--- src/bmu_pkg.sv ---
`default_nettype none
// ============================================================
// timing
package bmu_pkg;
  localparam int unsigned CLK_HZ = 50_000_000;
  localparam int unsigned TICK_MS = 250;
  localparam int unsigned TICK_CYCLES = CLK_HZ / 1000 * TICK_MS;
  localparam int unsigned STANDBY_HOURS = 48;
  localparam int unsigned STANDBY_TICKS = STANDBY_HOURS * 3600 * 1000 / TICK_MS;
  localparam int unsigned UV_HOLD_S = 60;
  localparam int unsigned UV_HOLD_TICKS = UV_HOLD_S * 1000 / TICK_MS;
  localparam int unsigned TICK_W = 24;
  localparam int unsigned IDLE_W = 20;
  localparam int unsigned HOLD_W = 8;
  // ============================================================
  // blink patterns, in milliseconds and ticks
  localparam int unsigned PHASE_W = 4;
  localparam int unsigned SLOW_ON_MS = 250;
  localparam int unsigned SLOW_OFF_MS = 3750;
  localparam int unsigned MED_ON_MS = 500;
  localparam int unsigned MED_OFF_MS = 500;
  localparam int unsigned LONG_ON_MS = 500;
  localparam int unsigned LONG_OFF_MS = 1500;
  localparam logic [PHASE_W-1:0] SLOW_ON_T = PHASE_W'(SLOW_ON_MS / TICK_MS);
  localparam logic [PHASE_W-1:0] SLOW_MASK = PHASE_W'((SLOW_ON_MS + SLOW_OFF_MS) / TICK_MS - 1);
  localparam logic [PHASE_W-1:0] MED_ON_T = PHASE_W'(MED_ON_MS / TICK_MS);
  localparam logic [PHASE_W-1:0] MED_MASK = PHASE_W'((MED_ON_MS + MED_OFF_MS) / TICK_MS - 1);
  localparam logic [PHASE_W-1:0] LONG_ON_T = PHASE_W'(LONG_ON_MS / TICK_MS);
  localparam logic [PHASE_W-1:0] LONG_MASK = PHASE_W'((LONG_ON_MS + LONG_OFF_MS) / TICK_MS - 1);
  // ============================================================
  // charge level bands
  localparam logic [6:0] SOC_BAND1 = 7'h19;
  localparam logic [6:0] SOC_BAND2 = 7'h32;
  localparam logic [6:0] SOC_BAND3 = 7'h4B;
  localparam logic [6:0] SOC_RECOVER = 7'h60;
  // ============================================================
  // register map
  localparam int unsigned ADDR_W = 4;
  localparam logic [ADDR_W-1:0] ADDR_CTRL = 4'h0;
  localparam logic [ADDR_W-1:0] ADDR_SOC = 4'h4;
  localparam logic [ADDR_W-1:0] ADDR_STATUS = 4'h8;
  localparam logic CTRL_EXT_EN_RST = 1'h1;
  localparam logic [6:0] SOC_RST = 7'h00;
  localparam logic [1:0] RESP_OKAY = 2'h0;
  localparam logic [1:0] RESP_DECERR = 2'h3;
  localparam int unsigned N_SYNC = 19;
  typedef enum logic [1:0] {
    MODE_SHUTDOWN = 2'b00,
    MODE_STANDBY = 2'b01,
    MODE_CHARGE = 2'b10,
    MODE_DISCHARGE = 2'b11
  } mode_e;
  typedef enum logic [1:0] {
    SEL_CTRL = 2'b00,
    SEL_SOC = 2'b01,
    SEL_STATUS = 2'b10,
    SEL_NONE = 2'b11
  } sel_e;
endpackage
`default_nettype wire

--- src/battery_mode_protection_ctrl.sv ---
// Operation
// charger present, external above pack by 0.5V, charge current valid: charging mode.
// load present and discharge current valid: discharging mode.
// neither condition holds: standby mode.
// shutdown after 48h standby, under-voltage, off key or external switch off.
// wake from shutdown on charge, 48V, on key or external switch.
// drive run lamp, fault lamp and four capacity lamps.
// slow 0.25/3.75s, medium 0.5/0.5s, long 0.5/1.5s blink patterns.
// capacity lamps fill from lowest by band; top lamp flashes while charging.
// reset-key boot into standby only without protection; standby blinks run lamp.
// discharging: run lamp long blink, fault lamp off, capacity shown; code long-blinks the fault lamp while alarm_det is set and no under-voltage.
// discharge fault: stop discharge, fault lamp solid only, sleep after 48h idle; in charge mode code slow-blinks both run and fault lamps.
// any cell over threshold: overcharge protection, charging blocked.
// cell overcharge clears on cell recovery with charge below 96%, or discharge.
// pack over threshold: overcharge protection, charging blocked.
// pack overcharge clears on pack recovery with charge below 96%.
// cell under threshold: block discharge, stay awake one minute, then shut down.
// pack under threshold: over-discharge protection, discharge blocked.
// charging releases over-discharge; reset key rechecks pack recovery.
// wake after under-voltage shutdown holds output one minute, no discharge; code holds only on on-key, reset-key or charger wake.
// all blink patterns come from one free-running tick counter.
// each protection flag set and released independently.
`timescale 1ns/100ps
`default_nettype none
module battery_mode_protection_ctrl import bmu_pkg::*; #(
  parameter int unsigned TICK_LEN = TICK_CYCLES,
  parameter int unsigned STANDBY_LEN = STANDBY_TICKS,
  parameter int unsigned UV_HOLD_LEN = UV_HOLD_TICKS
) (
  // clock and reset
  input wire logic aclk,
  input wire logic aresetn,
  // axi4-lite slave
  input wire logic [31:0] awaddr,
  input wire logic awvalid,
  output logic awready,
  input wire logic [31:0] wdata,
  input wire logic [3:0] wstrb,
  input wire logic wvalid,
  output logic wready,
  output logic [1:0] bresp,
  output logic bvalid,
  input wire logic bready,
  input wire logic [31:0] araddr,
  input wire logic arvalid,
  output logic arready,
  output logic [31:0] rdata,
  output logic [1:0] rresp,
  output logic rvalid,
  input wire logic rready,
  // charger, load and front-end comparators
  input wire logic charger_det,
  input wire logic ext_above_pack,
  input wire logic chg_cur_ok,
  input wire logic load_det,
  input wire logic dsg_cur_ok,
  input wire logic cell_ov_det,
  input wire logic cell_ov_clr,
  input wire logic pack_ov_det,
  input wire logic pack_ov_clr,
  input wire logic cell_uv_det,
  input wire logic pack_uv_det,
  input wire logic pack_uv_clr,
  input wire logic dsg_fault,
  input wire logic alarm_det,
  // wake and shutdown sources
  input wire logic key_on,
  input wire logic key_off,
  input wire logic reset_key,
  input wire logic ext_switch,
  input wire logic wake_48v,
  // power path
  output logic power_hold,
  output logic chg_enable,
  output logic dsg_enable,
  // lamps
  output logic run_lamp,
  output logic fault_lamp_out,
  output logic capacity_lamp_0,
  output logic capacity_lamp_1,
  output logic capacity_lamp_2,
  output logic capacity_lamp_3
);
  logic [N_SYNC-1:0] s1_q, s2_q, s3_q, raw;
  logic charger_s, ext_above_s, chg_cur_s, load_s, dsg_cur_s, cell_ov_s, cell_ov_clr_s, pack_ov_s;
  logic pack_ov_clr_s, cell_uv_s, pack_uv_s, pack_uv_clr_s, dsg_fault_s, alarm_s, wake_48v_s;
  logic key_on_r, key_off_r, reset_r, ext_rise, ext_fall;
  logic tick, blink_slow, blink_medium, blink_long;
  mode_e mode_q;
  logic awake, chg_cond, dsg_cond, soc_low, prot_now, wake_ok, shut_req;
  logic cell_ov_q, pack_ov_q, cell_uv_q, pack_uv_q, ov_any, uv_any, uv_shut_q;
  logic [IDLE_W-1:0] idle_q;
  logic [HOLD_W-1:0] uv_cnt_q, hold_q;
  logic idle_run, idle_done, uv_done, hold_act, show;
  logic ext_en_q, sw_off_q;
  logic [6:0] soc_q;
  logic [1:0] band;
  logic [3:0] cap_d;
  logic aw_got_q, w_got_q, wr_fire;
  logic [31:0] awaddr_q, wdata_q;
  logic [3:0] wstrb_q;

  function automatic sel_e reg_sel(input logic [31:0] addr);
    if (addr[31:ADDR_W] != '0) reg_sel = SEL_NONE;
    else if (addr[ADDR_W-1:0] == ADDR_CTRL) reg_sel = SEL_CTRL;
    else if (addr[ADDR_W-1:0] == ADDR_SOC) reg_sel = SEL_SOC;
    else if (addr[ADDR_W-1:0] == ADDR_STATUS) reg_sel = SEL_STATUS;
    else reg_sel = SEL_NONE;
  endfunction

  // ============================================================
  // input synchronisers
  assign raw = {wake_48v, ext_switch, reset_key, key_off, key_on, alarm_det, dsg_fault, pack_uv_clr,
                pack_uv_det, cell_uv_det, pack_ov_clr, pack_ov_det, cell_ov_clr, cell_ov_det, dsg_cur_ok,
                load_det, chg_cur_ok, ext_above_pack, charger_det};
  always_ff @(posedge aclk) begin
    if (!aresetn) begin
      s1_q <= '0;
      s2_q <= '0;
      s3_q <= '0;
    end else begin
      s1_q <= raw;
      s2_q <= s1_q;
      s3_q <= s2_q;
    end
  end
  assign {wake_48v_s, alarm_s, dsg_fault_s, pack_uv_clr_s, pack_uv_s, cell_uv_s, pack_ov_clr_s, pack_ov_s,
          cell_ov_clr_s, cell_ov_s, dsg_cur_s, load_s, chg_cur_s, ext_above_s, charger_s} =
         {s2_q[18], s2_q[13:0]};
  assign key_on_r = s2_q[14] & ~s3_q[14];
  assign key_off_r = s2_q[15] & ~s3_q[15];
  assign reset_r = s2_q[16] & ~s3_q[16];
  assign ext_rise = s2_q[17] & ~s3_q[17];
  assign ext_fall = ~s2_q[17] & s3_q[17];

  blink_gen #(.TICK_LEN(TICK_LEN)) u_blink (
    .aclk(aclk),
    .aresetn(aresetn),
    .tick(tick),
    .blink_slow(blink_slow),
    .blink_medium(blink_medium),
    .blink_long(blink_long)
  );

  // ============================================================
  // mode selection
  assign awake = mode_q != MODE_SHUTDOWN;
  assign chg_cond = charger_s & ext_above_s & chg_cur_s;
  assign dsg_cond = load_s & dsg_cur_s;
  assign soc_low = soc_q < SOC_RECOVER;
  assign ov_any = cell_ov_q | pack_ov_q;
  assign uv_any = cell_uv_q | pack_uv_q;
  assign prot_now = cell_ov_s | pack_ov_s | cell_uv_s | pack_uv_s | dsg_fault_s;
  assign wake_ok = !awake & (charger_s | wake_48v_s | key_on_r | (ext_en_q & ext_rise)
                   | (reset_r & !prot_now));
  assign shut_req = idle_done | uv_done | key_off_r | (ext_en_q & ext_fall) | sw_off_q;

  always_ff @(posedge aclk) begin
    if (!aresetn) begin
      mode_q <= MODE_SHUTDOWN;
    end else begin
      case (mode_q)
        MODE_SHUTDOWN: begin
          if (wake_ok) mode_q <= MODE_STANDBY;
        end
        MODE_STANDBY, MODE_CHARGE, MODE_DISCHARGE: begin
          if (shut_req) mode_q <= MODE_SHUTDOWN;
          else if (chg_cond) mode_q <= MODE_CHARGE;
          else if (dsg_cond) mode_q <= MODE_DISCHARGE;
          else mode_q <= MODE_STANDBY;
        end
        default: mode_q <= MODE_SHUTDOWN;
      endcase
    end
  end

  // ============================================================
  // idle, under-voltage-hold and output-hold timers
  assign idle_run = awake & ((mode_q == MODE_STANDBY & !prot_now) | (dsg_fault_s & !charger_s));
  assign idle_done = idle_run & tick & (idle_q == IDLE_W'(STANDBY_LEN - 1));
  assign uv_done = awake & uv_any & tick & (uv_cnt_q == HOLD_W'(UV_HOLD_LEN - 1));
  assign hold_act = hold_q != '0;

  always_ff @(posedge aclk) begin
    if (!aresetn || !idle_run) begin
      idle_q <= '0;
    end else if (tick) begin
      idle_q <= idle_q + 1'b1;
    end
  end

  always_ff @(posedge aclk) begin
    if (!aresetn || !(awake && uv_any)) begin
      uv_cnt_q <= '0;
    end else if (tick) begin
      uv_cnt_q <= uv_cnt_q + 1'b1;
    end
  end

  always_ff @(posedge aclk) begin
    if (!aresetn) begin
      uv_shut_q <= 1'b0;
      hold_q <= '0;
    end else if (uv_done) begin
      uv_shut_q <= 1'b1;
      hold_q <= '0;
    end else if (wake_ok) begin
      uv_shut_q <= 1'b0;
      if (uv_shut_q && (key_on_r || reset_r || charger_s)) hold_q <= HOLD_W'(UV_HOLD_LEN);
    end else if (tick && hold_act) begin
      hold_q <= hold_q - 1'b1;
    end
  end

  // ============================================================
  // protection flags, set wins over release
  always_ff @(posedge aclk) begin
    if (!aresetn) cell_ov_q <= 1'b0;
    else if (cell_ov_s) cell_ov_q <= 1'b1;
    else if ((cell_ov_clr_s && soc_low) || dsg_cond) cell_ov_q <= 1'b0;
  end

  always_ff @(posedge aclk) begin
    if (!aresetn) pack_ov_q <= 1'b0;
    else if (pack_ov_s) pack_ov_q <= 1'b1;
    else if (pack_ov_clr_s && soc_low) pack_ov_q <= 1'b0;
  end

  always_ff @(posedge aclk) begin
    if (!aresetn) cell_uv_q <= 1'b0;
    else if (cell_uv_s) cell_uv_q <= 1'b1;
    else if (chg_cond || (reset_r && pack_uv_clr_s)) cell_uv_q <= 1'b0;
  end

  always_ff @(posedge aclk) begin
    if (!aresetn) pack_uv_q <= 1'b0;
    else if (pack_uv_s) pack_uv_q <= 1'b1;
    else if (chg_cond || (reset_r && pack_uv_clr_s)) pack_uv_q <= 1'b0;
  end

  // ============================================================
  // power path
  always_ff @(posedge aclk) begin
    if (!aresetn) begin
      power_hold <= 1'b0;
      chg_enable <= 1'b0;
      dsg_enable <= 1'b0;
    end else begin
      power_hold <= awake | hold_act;
      chg_enable <= awake & !ov_any;
      dsg_enable <= awake & !uv_any & !dsg_fault_s & !hold_act;
    end
  end

  // ============================================================
  // lamps
  assign band = (soc_q >= SOC_BAND3) ? 2'h3 : (soc_q >= SOC_BAND2) ? 2'h2 : (soc_q >= SOC_BAND1) ? 2'h1 : 2'h0;
  assign show = (mode_q == MODE_CHARGE & !ov_any & !dsg_fault_s) | (mode_q == MODE_DISCHARGE & !dsg_fault_s & !uv_any);

  always_comb begin
    cap_d = 4'h0;
    for (int i = 0; i < 4; i++) begin
      if (show && 2'(i) < band) cap_d[i] = 1'b1;
      else if (show && 2'(i) == band) cap_d[i] = (mode_q == MODE_CHARGE) ? blink_medium : 1'b1;
    end
  end

  always_ff @(posedge aclk) begin
    if (!aresetn) begin
      run_lamp <= 1'b0;
      fault_lamp_out <= 1'b0;
      {capacity_lamp_3, capacity_lamp_2, capacity_lamp_1, capacity_lamp_0} <= 4'h0;
    end else begin
      {capacity_lamp_3, capacity_lamp_2, capacity_lamp_1, capacity_lamp_0} <= cap_d;
      case (mode_q)
        MODE_STANDBY: begin
          run_lamp <= dsg_fault_s ? 1'b0 : blink_slow;
          fault_lamp_out <= dsg_fault_s;
        end
        MODE_CHARGE: begin
          run_lamp <= (ov_any | dsg_fault_s) ? blink_slow : 1'b1;
          fault_lamp_out <= dsg_fault_s ? blink_slow : (alarm_s ? blink_medium : 1'b0);
        end
        MODE_DISCHARGE: begin
          run_lamp <= (dsg_fault_s | uv_any) ? 1'b0 : blink_long;
          fault_lamp_out <= dsg_fault_s | (!uv_any & alarm_s & blink_long);
        end
        default: begin
          run_lamp <= 1'b0;
          fault_lamp_out <= 1'b0;
        end
      endcase
    end
  end

  // ============================================================
  // axi4-lite write
  assign wr_fire = aw_got_q & w_got_q & !bvalid;

  always_ff @(posedge aclk) begin
    if (!aresetn) begin
      awready <= 1'b1;
      aw_got_q <= 1'b0;
      awaddr_q <= 32'h0;
    end else if (awvalid && awready) begin
      awready <= 1'b0;
      aw_got_q <= 1'b1;
      awaddr_q <= awaddr;
    end else if (bvalid && bready) begin
      awready <= 1'b1;
      aw_got_q <= 1'b0;
    end
  end

  always_ff @(posedge aclk) begin
    if (!aresetn) begin
      wready <= 1'b1;
      w_got_q <= 1'b0;
      wdata_q <= 32'h0;
      wstrb_q <= 4'h0;
    end else if (wvalid && wready) begin
      wready <= 1'b0;
      w_got_q <= 1'b1;
      wdata_q <= wdata;
      wstrb_q <= wstrb;
    end else if (bvalid && bready) begin
      wready <= 1'b1;
      w_got_q <= 1'b0;
    end
  end

  always_ff @(posedge aclk) begin
    if (!aresetn) begin
      bvalid <= 1'b0;
      bresp <= RESP_OKAY;
    end else if (wr_fire) begin
      bvalid <= 1'b1;
      bresp <= (reg_sel(awaddr_q) == SEL_NONE) ? RESP_DECERR : RESP_OKAY;
    end else if (bready) begin
      bvalid <= 1'b0;
    end
  end

  always_ff @(posedge aclk) begin
    if (!aresetn) begin
      ext_en_q <= CTRL_EXT_EN_RST;
      soc_q <= SOC_RST;
      sw_off_q <= 1'b0;
    end else begin
      sw_off_q <= 1'b0;
      if (wr_fire && wstrb_q[0] && reg_sel(awaddr_q) == SEL_CTRL) begin
        ext_en_q <= wdata_q[0];
        sw_off_q <= wdata_q[1];
      end
      if (wr_fire && wstrb_q[0] && reg_sel(awaddr_q) == SEL_SOC) soc_q <= wdata_q[6:0];
    end
  end

  // ============================================================
  // axi4-lite read
  always_ff @(posedge aclk) begin
    if (!aresetn) begin
      arready <= 1'b1;
      rvalid <= 1'b0;
      rdata <= 32'h0;
      rresp <= RESP_OKAY;
    end else if (arvalid && arready) begin
      arready <= 1'b0;
      rvalid <= 1'b1;
      rresp <= RESP_OKAY;
      case (reg_sel(araddr))
        SEL_CTRL: rdata <= {31'h0, ext_en_q};
        SEL_SOC: rdata <= {25'h0, soc_q};
        SEL_STATUS: rdata <= {22'h0, dsg_enable, chg_enable, uv_shut_q, hold_act, pack_uv_q, cell_uv_q,
                              pack_ov_q, cell_ov_q, mode_q};
        default: begin
          rdata <= 32'h0;
          rresp <= RESP_DECERR;
        end
      endcase
    end else if (rvalid && rready) begin
      arready <= 1'b1;
      rvalid <= 1'b0;
    end
  end
endmodule // battery_mode_protection_ctrl
`default_nettype wire

--- src/blink_gen.sv ---
`timescale 1ns/100ps
`default_nettype none
module blink_gen import bmu_pkg::*; #(
  parameter int unsigned TICK_LEN = TICK_CYCLES
) (
  // clock and reset
  input wire logic aclk,
  input wire logic aresetn,
  // quarter-second tick and patterns
  output logic tick,
  output logic blink_slow,
  output logic blink_medium,
  output logic blink_long
);
  logic [TICK_W-1:0] div_q;
  logic [PHASE_W-1:0] phase_q;

  function automatic logic pat_on(input logic [PHASE_W-1:0] ph, input logic [PHASE_W-1:0] on_t,
                                  input logic [PHASE_W-1:0] mask);
    pat_on = (ph & mask) < on_t;
  endfunction

  // ============================================================
  // divider and shared phase
  always_ff @(posedge aclk) begin
    if (!aresetn) begin
      div_q <= '0;
      tick <= 1'b0;
    end else if (div_q == TICK_W'(TICK_LEN - 1)) begin
      div_q <= '0;
      tick <= 1'b1;
    end else begin
      div_q <= div_q + 1'b1;
      tick <= 1'b0;
    end
  end

  always_ff @(posedge aclk) begin
    if (!aresetn) begin
      phase_q <= '0;
    end else if (tick) begin
      phase_q <= phase_q + 1'b1;
    end
  end

  always_ff @(posedge aclk) begin
    if (!aresetn) begin
      blink_slow <= 1'b0;
      blink_medium <= 1'b0;
      blink_long <= 1'b0;
    end else begin
      blink_slow <= pat_on(phase_q, SLOW_ON_T, SLOW_MASK);
      blink_medium <= pat_on(phase_q, MED_ON_T, MED_MASK);
      blink_long <= pat_on(phase_q, LONG_ON_T, LONG_MASK);
    end
  end
endmodule // blink_gen
`default_nettype wire

--- config.mk ---
export PLATFORM = sky130hd
export DESIGN_NAME = battery_mode_protection_ctrl
export DESIGN_NICKNAME = d
export VERILOG_FILES = /design/src/bmu_pkg.sv /design/src/battery_mode_protection_ctrl.sv /design/src/blink_gen.sv
export SDC_FILE = /design/constraint.sdc
export NUM_CORES = 1
export LEC_CHECK = 0
export BUFFER_PORTS_ARGS = -buffer_cell sky130_fd_sc_hd__buf_2
export CAP_MARGIN = 25
export CORE_MARGIN = 2
export CORE_UTILIZATION = 45
export CTS_BUF_LIST = sky130_fd_sc_hd__clkbuf_4
export CTS_CLUSTER_DIAMETER = 30
export CTS_CLUSTER_SIZE = 16
export DETAILED_ROUTE_END_ITERATION = 8
export GPL_TIMING_DRIVEN = 1
export PLACE_DENSITY_LB_ADDON = 0.1
export REMOVE_ABC_BUFFERS = 1
export SYNTH_ARGS = -nofsm -noshare
export SYNTH_HDL_FRONTEND = slang
export SYNTH_SLANG_ARGS = --single-unit
--- constraint.sdc ---
create_clock -name aclk -period 2.9 [get_ports aclk]
set_input_delay 0.145 -clock aclk [delete_from_list [all_inputs] [get_ports aclk]]
set_output_delay 0.145 -clock aclk [all_outputs]
set_load 0.03 [all_outputs]
==> flow_metrics.env, run 1 <==
export IMPL_fin_tns_setup_ps=0
export IMPL_hpwl_mm=10.6
export IMPL_die_w_um=136
export IMPL_ctsResizeCount=0
export IMPL_initial_core_util_pct=45.5
export IMPL_syn2layout_area_growth_pct=21.8
export IMPL_n_antenna_cell=0
export IMPL_ys_ff_latch=194
export IMPL_antenna_found_initial=1
export IMPL_finalSetupViolations=0
export IMPL_rsz0062_at_grt="false"
export IMPL_post_place_ws_ps=901
export IMPL_hold_slack_ps=46.3
export IMPL_seq_area_frac_synth_pct=49.9
export IMPL_vias=6031
export IMPL_power_density_nw_per_um2=491
export IMPL_drc=0
export IMPL_hold_violations=0
export IMPL_post_drt_wl_per_cell_um=12.2
export IMPL_clkTransAtPathRegs_ps=140
export IMPL_crit_arrival_ps=2440
export IMPL_cp_max_fo=8
export IMPL_critPathLaunchType="flip-flop"
export IMPL_gp_congestion=0.778
export IMPL_leakagePower_uw=0.00378
export IMPL_clockRootBuffer="clkbuf_4"
export IMPL_crit_required_ps=3340
export IMPL_grt_pass1_wl_mm=25.8
export IMPL_core_area_um2=17100
export IMPL_grt_overflow=0
export IMPL_numCtsBuffers=17
export IMPL_cts_sinks=194
export IMPL_final_nets=1169
export IMPL_final_common_cell="dfxtp_1"
export IMPL_period_needed_ps=2000
export IMPL_antenna_violating_nets_post_route=0
export IMPL_clockBufferDepth=2
export IMPL_min_period_over_period_pct=69.1
export IMPL_row_count=48
export IMPL_clk_latency_ps=550
export IMPL_port_buffers=125
export IMPL_yosys_warnings=0
export IMPL_slew_headroom_pct=54.3
export IMPL_drt_first_iter_violations=240
export IMPL_grt_max_degree=93
export IMPL_slew_viol_final=0
export IMPL_finalClockSkew_ps=16.4
export IMPL_hold_path_class="in2reg"
export IMPL_netlist_area_um2=7790
export IMPL_die_h_um=136
export IMPL_die_area_um2=18400
export IMPL_max_freq_mhz=499
export IMPL_synthArstFlopShare_pct=0
export IMPL_layout_drive_gt1_share_pct=17.2
export IMPL_crit_type="reg2reg"
export IMPL_grt_pass1_vias=5625
export IMPL_synth_edf_count=0
export IMPL_post_synth_cell_area_avg_um2=9.12
export IMPL_dr_pass1_iters=5
export IMPL_tightest_slew_ps=684
export IMPL_critPathCaptureType="flip-flop"
export IMPL_status="completed"
export IMPL_viasPerCell=4.74
export IMPL_syn_inst=854
export IMPL_synth_ff_type="dfxtp_1"
export IMPL_ir_drop_mv=0.292
export IMPL_synth_cell_types=52
export IMPL_grtUsageTotal_pct=17.4
export IMPL_cap_violations=0
export IMPL_cts_htree_levels=4
export IMPL_worst_slack_ps=895
export IMPL_ios=176
export IMPL_cts_tree="done"
export IMPL_finalWirelength_mm=15.5
export IMPL_layout_common_cells="dfxtp_1 (194), nand2_1 (128), buf_2 (125)"
-- final cells by class --
| class | instances | area (um2) |
|---|---|---|
| Sequential cell | 194 | 3880 |
| Tap cell | 225 | 282 |
| Multi-Input combinational cell | 610 | 3620 |
| Fill cell | 1642 | 7630 |
| Timing Repair Buffer | 201 | 1390 |
| Clock inverter | 11 | 114 |
| Inverter | 12 | 45.0 |
| Clock buffer | 20 | 150 |
-- state kept, by name, summed over array words and instances (netlist names), 2 cells and up --
name             cells
u_blink.div_q       24
uv_cnt_q             8
s2_q                19
mode_q               2
soc_q                7
wdata_q              7
u_blink.phase_q      4
idle_q              20
rdata               10
awaddr_q            32
hold_q               8
s1_q                19
s3_q                 4
-- cells by family (layout without fill, tap and decap cells) --
group	Yosys count	in the layout	synth area share [%]
adder cells (fa/ha/maj)	7	7	1.12
AND/OR/NAND/NOR	401	401	26.7
flip-flops	194	194	49.9
other	1	22	0.0482
multiplexers	12	12	1.54
XOR/XNOR	56	56	6.30
buffers and inverters	71	244	4.68
AO/OA/AOI/OAI	112	112	9.72
-- critical path, cell delays in order, from the launching register on --
cell	delay, ps
dfxtp_1	370
nor4_1	450
nand3_1	290
nand2_1	310
o21a_1	260
o21bai_1	100
nor3b_1	130
-- Yosys cell counts, drive strengths merged, types with 12 or more instances --
| master | instances | share of area (%) |
|---|---|---|
| nor3 | 16 | 1.0 |
| xor2 | 32 | 3.6 |
| nor2b | 27 | 2.2 |
| a21oi | 23 | 1.5 |
| xnor2 | 24 | 2.7 |
| o21ai | 14 | 0.90 |
| dfxtp | 194 | 50 |
| nand2 | 128 | 6.2 |
| nor2 | 76 | 3.7 |
| nand3 | 25 | 1.6 |
| a21boi | 44 | 4.2 |
| buf | 29 | 2.7 |
| nand4 | 16 | 1.4 |
| inv | 12 | 0.58 |
| nor4 | 20 | 2.6 |
| and2 | 56 | 4.5 |
| clkbuf | 30 | 1.4 |
| mux2i | 12 | 1.5 |
-- stage by stage --
| step | power [uW] | instances | area, um2 | utilization [%] |
|---|---|---|---|---|
| after detailed placement | 3270 | 1175 | 8530 | 49.9 |
| after global routing | 4910 | 1273 | 9490 | 55.4 |
| after CTS | 4720 | 1272 | 9460 | 55.3 |
| after global placement | 3270 | 1175 | 8530 | 49.9 |
| final | 4660 | 1273 | 9490 | 55.4 |
| after floorplan | 3100 | 816 | 7550 | - |
-- layer usage --
layer,up-vias,global-route usage [%],wire (um)
met2,131,28.6,7050
met5,-,0,11
met4,2,4.75,68
met1,2716,22.9,7640
li1,3176,-,-
met3,6,4.26,730
-- power by group --
group          switching, uW  total [uW]  internal [uW]
combinational            253         475            222
clock                    849        1380            530
sequential              55.7        2810           2750
-- final timing paths --
kind / end / start / depth (start not counted) / slack (ps)
setup / recovery: hold_q[7]$_SDFFE_PP0P_ / hold_q[2]$_SDFFE_PP0P_ / 6 / 900
hold / removal: awaddr_q[2]$_SDFFE_PN0P_ / awvalid / 4 / 50
setup reg to reg: hold_q[7]$_SDFFE_PP0P_ / hold_q[2]$_SDFFE_PP0P_ / 6 / 900
hold reg to reg: s2_q[12]$_SDFF_PN0_ / s1_q[12]$_SDFF_PN0_ / 1 / 450
-- what timing repair did --
item	CTS	global route
endpoints found under the hold margin	70	0
buffers inserted	0	0
hold buffers	66	0
Note: power is estimated with default switching activity, not from simulation.
==> run 2: changes to the inputs <==
==> constraint.sdc (replaced) <==
create_clock -name aclk -period 1.71 [get_ports aclk]
set_input_delay 0.0855 -clock aclk [delete_from_list [all_inputs] [get_ports aclk]]
set_output_delay 0.0855 -clock aclk [all_outputs]
set_load 0.03 [all_outputs]
==> run 2 against run 1 <==
Net effect: the run now ends with negative setup slack left; maximum frequency up 17%; cell count is 5.2% higher; hold slack better by 10 ps; global-route usage increased by 1.2 points; sequential power rose by 69%; clock power rose by 110%; register-to-register slack worse by 900 ps; critical path type unchanged.
==> flow_metrics.env, run 2 (synthesized netlist as in run 1, its figures left out) <==
export IMPL_regMostFlops="awaddr_q"
export IMPL_critPathLaunchType="flip-flop"
export IMPL_placed_cell_area_um2=8950
export IMPL_regArea_um2=3900
export IMPL_finalSetupViolations=1
export IMPL_hold_violations=0
export IMPL_antenna_violating_nets_post_route=0
export IMPL_hpwl_mm=11.3
export IMPL_r2r_start="awaddr_q[0]$_SDFFE_PN0P_"
export IMPL_numCtsBuffers=17
export IMPL_grt_pass1_wl_mm=27.6
export IMPL_crit_type="reg2reg"
export IMPL_cap_violations=0
export IMPL_max_freq_mhz=584
export IMPL_layout_drive_gt1_share_pct=24.4
export IMPL_vias=6322
export IMPL_drc=0
export IMPL_grtUsageTotal_pct=18.6
export IMPL_grt_pass1_vias=5937
export IMPL_cts_tree="done"
export IMPL_die_h_um=136
export IMPL_layout_cells_non_filler=1339
export IMPL_post_drt_wl_per_cell_um=12.6
export IMPL_clkTransAtPathRegs_ps=160
export IMPL_gp_congestion=0.768
export IMPL_viasPerCell=4.72
export IMPL_rsz0062_at_grt="true"
export IMPL_final_common_cell="dfxtp_1"
export IMPL_die_area_um2=18400
export IMPL_crit_arrival_ps=2140
export IMPL_grt_overflow=0
export IMPL_syn2layout_area_growth_pct=32.6
export IMPL_power_density_nw_per_um2=831
export IMPL_layout_common_cells="dfxtp_1 (183), nand2_1 (128), buf_2 (125)"
export IMPL_reg2regPathDepth=6
export IMPL_port_buffers=125
export IMPL_largest_register_ffs=32
export IMPL_dr_pass1_iters=4
export IMPL_cts_htree_levels=4
export IMPL_crit_required_ps=2140
export IMPL_clockBufferDepth=2
export IMPL_largestRegisters="awaddr_q (32), u_blink.div_q (24), idle_q (20)"
export IMPL_ir_drop_mv=0.439
export IMPL_drt_first_iter_violations=241
export IMPL_dp_cells=1226
export IMPL_multi_input_area_um2=3790
export IMPL_cp_endpoint="ext_en_q$_SDFFE_PN1P_"
export IMPL_finalWirelength_mm=16.8
export IMPL_clk_latency_ps=550
export IMPL_min_period_over_period_pct=100
export IMPL_leakagePower_uw=0.00421
export IMPL_final_cell_area_um2=10300
export IMPL_slew_viol_final=0
export IMPL_row_count=48
export IMPL_status="complete, but fails checks"
export IMPL_r2r_end="ext_en_q$_SDFFE_PN1P_"
export IMPL_period_needed_ps=1710
export IMPL_finalClockSkew_ps=22.2
export IMPL_antenna_found_initial=1
export IMPL_worst_slack_ps=-1.54
export IMPL_r2r_slack_ps=-2
export IMPL_die_w_um=136
export IMPL_crit_path_start="awaddr_q[0]$_SDFFE_PN0P_"
export IMPL_cp_max_fo=2
export IMPL_cts_sinks=194
export IMPL_core_area_um2=17100
export IMPL_final_nets=1233
export IMPL_ios=176
export IMPL_hold_path_class="in2reg"
export IMPL_power_uw=8580
export IMPL_initial_core_util_pct=45.5
export IMPL_grt_max_degree=94
export IMPL_violations="negative setup slack"
export IMPL_clockRootBuffer="clkbuf_4"
export IMPL_critPathCaptureType="flip-flop"
export IMPL_fill_cells=1530
## run 2: critical path: stages, from the launching register on
cell and delay (ps):
dfxtp_2 370, nor4_4 280, nand4_1 230, nor3_2 180, and4bb_2 280, mux2i_1 200
nand2_1 60
## run 2: metrics by stage
stage	util, %	hold slack, ps	setup TNS (ps)	worst slack (ps)
after floorplan	-	147	-3390	-158
after global placement	52.3	296	-47.6	-47.6
after detailed placement	52.3	296	-212	-91.5
after CTS	59.0	15.9	-49.0	-49.0
after global routing	60.3	22.7	-1140	-151
final	60.3	56.4	-1.54	-1.54
## run 2: power by group
| part | total [uW] | switching (uW) | leakage, uW | internal (uW) |
|---|---|---|---|---|
| clock | 2890 | 1560 | 0.000180 | 1330 |
| sequential | 4760 | 90.4 | 0.00159 | 4670 |
| combinational | 933 | 479 | 0.00245 | 454 |
| total | 8580 | 2130 | 0.00421 | 6450 |
## run 2: repair_timing
action | 4_1_cts | 5_1_grt
endpoints found under the setup margin | 10 | 51
resized for setup | 5 | 44
endpoints found under the hold margin | 77 | 1
hold buffers | 76 | 1
cloned | 0 | 1
setup buffers | 1 | 2
pin swaps | 6 | 18
## run 2: area by class of cell
type	instances	share of cell area [%]
Clock buffer	17	1.24
Inverter	12	0.436
Tap cell	225	2.73
Sequential cell	194	37.7
Clock inverter	15	2.23
Timing Repair Buffer	265	18.9
Multi-Input combinational cell	610	36.7
Antenna cell	1	0.0242
## run 2: layer usage
layer	routed length, um	vias to the layer above	GRT usage (%)	part of all wire, %
met2	7990	120	31.4	47
li1	-	3309	-	-
met3	744	5	4.30	4.4
met5	0	-	0	0
met1	8010	2888	24.4	48
met4	91	0	3.65	0.54
## run 2: worst min path at each step
stage	end	cells after the start	slack (ps)	startpoint
2_1_floorplan	ext_en_q$_SDFFE_PN1P_	1	150	aresetn
3_3_place_gp	s1_q[2]$_SDFF_PN0_	2	300	chg_cur_ok
3_5_place_dp	s1_q[2]$_SDFF_PN0_	2	300	chg_cur_ok
4_1_cts	rdata[7]$_SDFFE_PN0P_	6	20	araddr[12]
5_1_grt	rdata[9]$_SDFFE_PN0P_	6	20	araddr[12]
6_report	rdata[7]$_SDFFE_PN0P_	6	60	araddr[12]
==> run 3: changes to the inputs <==
--- a/config.mk
+++ b/config.mk
@@ -16,6 +16,7 @@
 export GPL_TIMING_DRIVEN = 1
 export PLACE_DENSITY_LB_ADDON = 0.1
 export REMOVE_ABC_BUFFERS = 1
+export SETUP_SLACK_MARGIN = 0.05
 export SYNTH_ARGS = -nofsm -noshare
 export SYNTH_HDL_FRONTEND = slang
 export SYNTH_SLANG_ARGS = --single-unit
==> run 3 against run 2 <==
Net effect: the run still ends with negative setup slack left; clock-buffer cell count did not move; sequential power barely moved; sequential share of layout area fell by 0.35 points; clock power barely moved; first-iteration DRC count rose by 4.6%; sequential cell count did not move; maximum frequency fell by 1.1%; core utilization rose by 0.62 points; critical endpoint is now soc_q[5]$_SDFFE_PN0P_.
==> flow_metrics.env, run 3 (synthesized netlist as in run 1, its figures left out) <==
export IMPL_hold_path_class="in2reg"
export IMPL_final_util_pct=61.0
export IMPL_dr_pass1_iters=4
export IMPL_initial_core_util_pct=45.5
export IMPL_cp_max_fo=7
export IMPL_layout_drive_gt1_share_pct=26.0
export IMPL_finalClockSkew_ps=17.2
export IMPL_min_period_over_period_pct=101
export IMPL_grt_pass1_wl_mm=27.8
export IMPL_critPathCaptureType="flip-flop"
export IMPL_drt_first_iter_violations=252
export IMPL_worst_slack_ps=-21.0
export IMPL_violations="negative setup slack"
export IMPL_antenna_violating_nets_post_route=0
export IMPL_crit_required_ps=2160
export IMPL_final_common_cell="dfxtp_1"
export IMPL_finalSetupViolations=7
export IMPL_cts_htree_levels=4
export IMPL_grt_pass1_vias=5974
export IMPL_die_w_um=136
export IMPL_cts_tree="done"
export IMPL_drc=0
export IMPL_die_h_um=136
export IMPL_critPathLaunchType="flip-flop"
export IMPL_cap_violations=0
export IMPL_layout_common_cells="dfxtp_1 (180), nand2_1 (128), buf_2 (125)"
export IMPL_clockRootBuffer="clkbuf_4"
export IMPL_row_count=48
export IMPL_power_density_nw_per_um2=824
export IMPL_rsz0062_at_grt="true"
export IMPL_viasPerCell=4.73
export IMPL_max_freq_mhz=578
export IMPL_post_drt_wl_per_cell_um=12.6
export IMPL_ir_drop_mv=0.436
export IMPL_crit_type="reg2reg"
export IMPL_grtUsageTotal_pct=18.7
export IMPL_numCtsBuffers=17
export IMPL_regMostFlops="awaddr_q"
export IMPL_gp_congestion=0.768
export IMPL_fin_tns_setup_ps=-96.2
export IMPL_fill_cells=1513
export IMPL_period_needed_ps=1730
export IMPL_clk_latency_ps=540
export IMPL_leakagePower_uw=0.00422
export IMPL_ios=176
export IMPL_final_nets=1239
export IMPL_largest_register_ffs=32
export IMPL_hold_violations=0
export IMPL_clkTransAtPathRegs_ps=160
export IMPL_core_area_um2=17100
export IMPL_crit_arrival_ps=2180
export IMPL_port_buffers=125
export IMPL_grt_overflow=0
export IMPL_antenna_found_initial=1
export IMPL_hpwl_mm=11.3
export IMPL_slew_viol_final=0
export IMPL_grt_max_degree=94
export IMPL_clockBufferDepth=2
export IMPL_die_area_um2=18400
export IMPL_syn2layout_area_growth_pct=34.0
export IMPL_finalWirelength_mm=16.9
export IMPL_largestRegisters="awaddr_q (32), u_blink.div_q (24), idle_q (20)"
export IMPL_status="complete, but fails checks"
export IMPL_cts_sinks=194
export IMPL_vias=6359
run 3: cell types whose count changed in the layout (fill, tap and decap cells not counted), moves of 3 or more:
cell and change:
dfxtp_2 +3, dfxtp_1 -3, buf_6 +3, buf_4 +4
run 3: critical path, cell delays in order (launching register included):
cell	delay [ps]
dfxtp_2	370
nor4_4	280
nand4_1	200
buf_4	190
nor4_4	180
buf_12	170
mux2i_1	180
nor2b_1	60
run 3: routing by layer:
layer	vias to the layer above	share of wire (%)	global-route usage (%)
met1	2914	48	24.5
met2	117	48	31.8
met5	-	0	0
li1	3323	-	-
met4	0	0.54	3.65
met3	5	4.2	4.30
run 3: layout make-up:
| class | instances | area, um2 | share of cell area, % |
|---|---|---|---|
| Antenna cell | 1 | 2.50 | 0.0240 |
| Clock buffer | 17 | 128 | 1.22 |
| Clock inverter | 15 | 230 | 2.21 |
| Inverter | 12 | 45.0 | 0.432 |
| Multi-Input combinational cell | 610 | 3840 | 36.8 |
| Sequential cell | 194 | 3900 | 37.4 |
| Tap cell | 225 | 282 | 2.70 |
| Timing Repair Buffer | 271 | 2000 | 19.2 |
run 3: repair_timing:
action | CTS | global route
cloned | 0 | 1
buffers inserted | 5 | 8
resized for setup | 15 | 52
setup endpoints to repair | 41 | 64
hold buffers | 74 | 2
endpoints found under the hold margin | 77 | 4
pin swaps | 13 | 24
run 3: worst paths after layout:
path              depth (start not counted)                    end  slack [ps]                       from
setup / recovery                          7  soc_q[5]$_SDFFE_PN0P_         -20  awaddr_q[31]$_SDFFE_PN0P_
hold / removal                            6  rdata[7]$_SDFFE_PN0P_          50                 araddr[12]
setup reg to reg                          7  soc_q[5]$_SDFFE_PN0P_         -20  awaddr_q[31]$_SDFFE_PN0P_
hold reg to reg                           1     s2_q[7]$_SDFF_PN0_         450         s1_q[7]$_SDFF_PN0_
run 3: power breakdown:
part	internal [uW]	switching, uW
registers	4670	89.2
logic	466	483
clock network	1330	1560
total	6460	2130
run 3: per-stage QoR:
step / hold WS (ps) / cells / area (um2) / total power [uW] / worst slack, ps
2_1_floorplan: 147 / 816 / 7550 / 5250 / -158
3_3_place_gp: 296 / 1226 / 8950 / 5600 / -47.6
3_5_place_dp: 296 / 1226 / 8950 / 5610 / -91.5
4_1_cts: -151 / 1337 / 10200 / 8650 / -9.90
5_1_grt: 22.7 / 1345 / 10400 / 8990 / -158
6_report: 53.6 / 1345 / 10400 / 8590 / -21.0
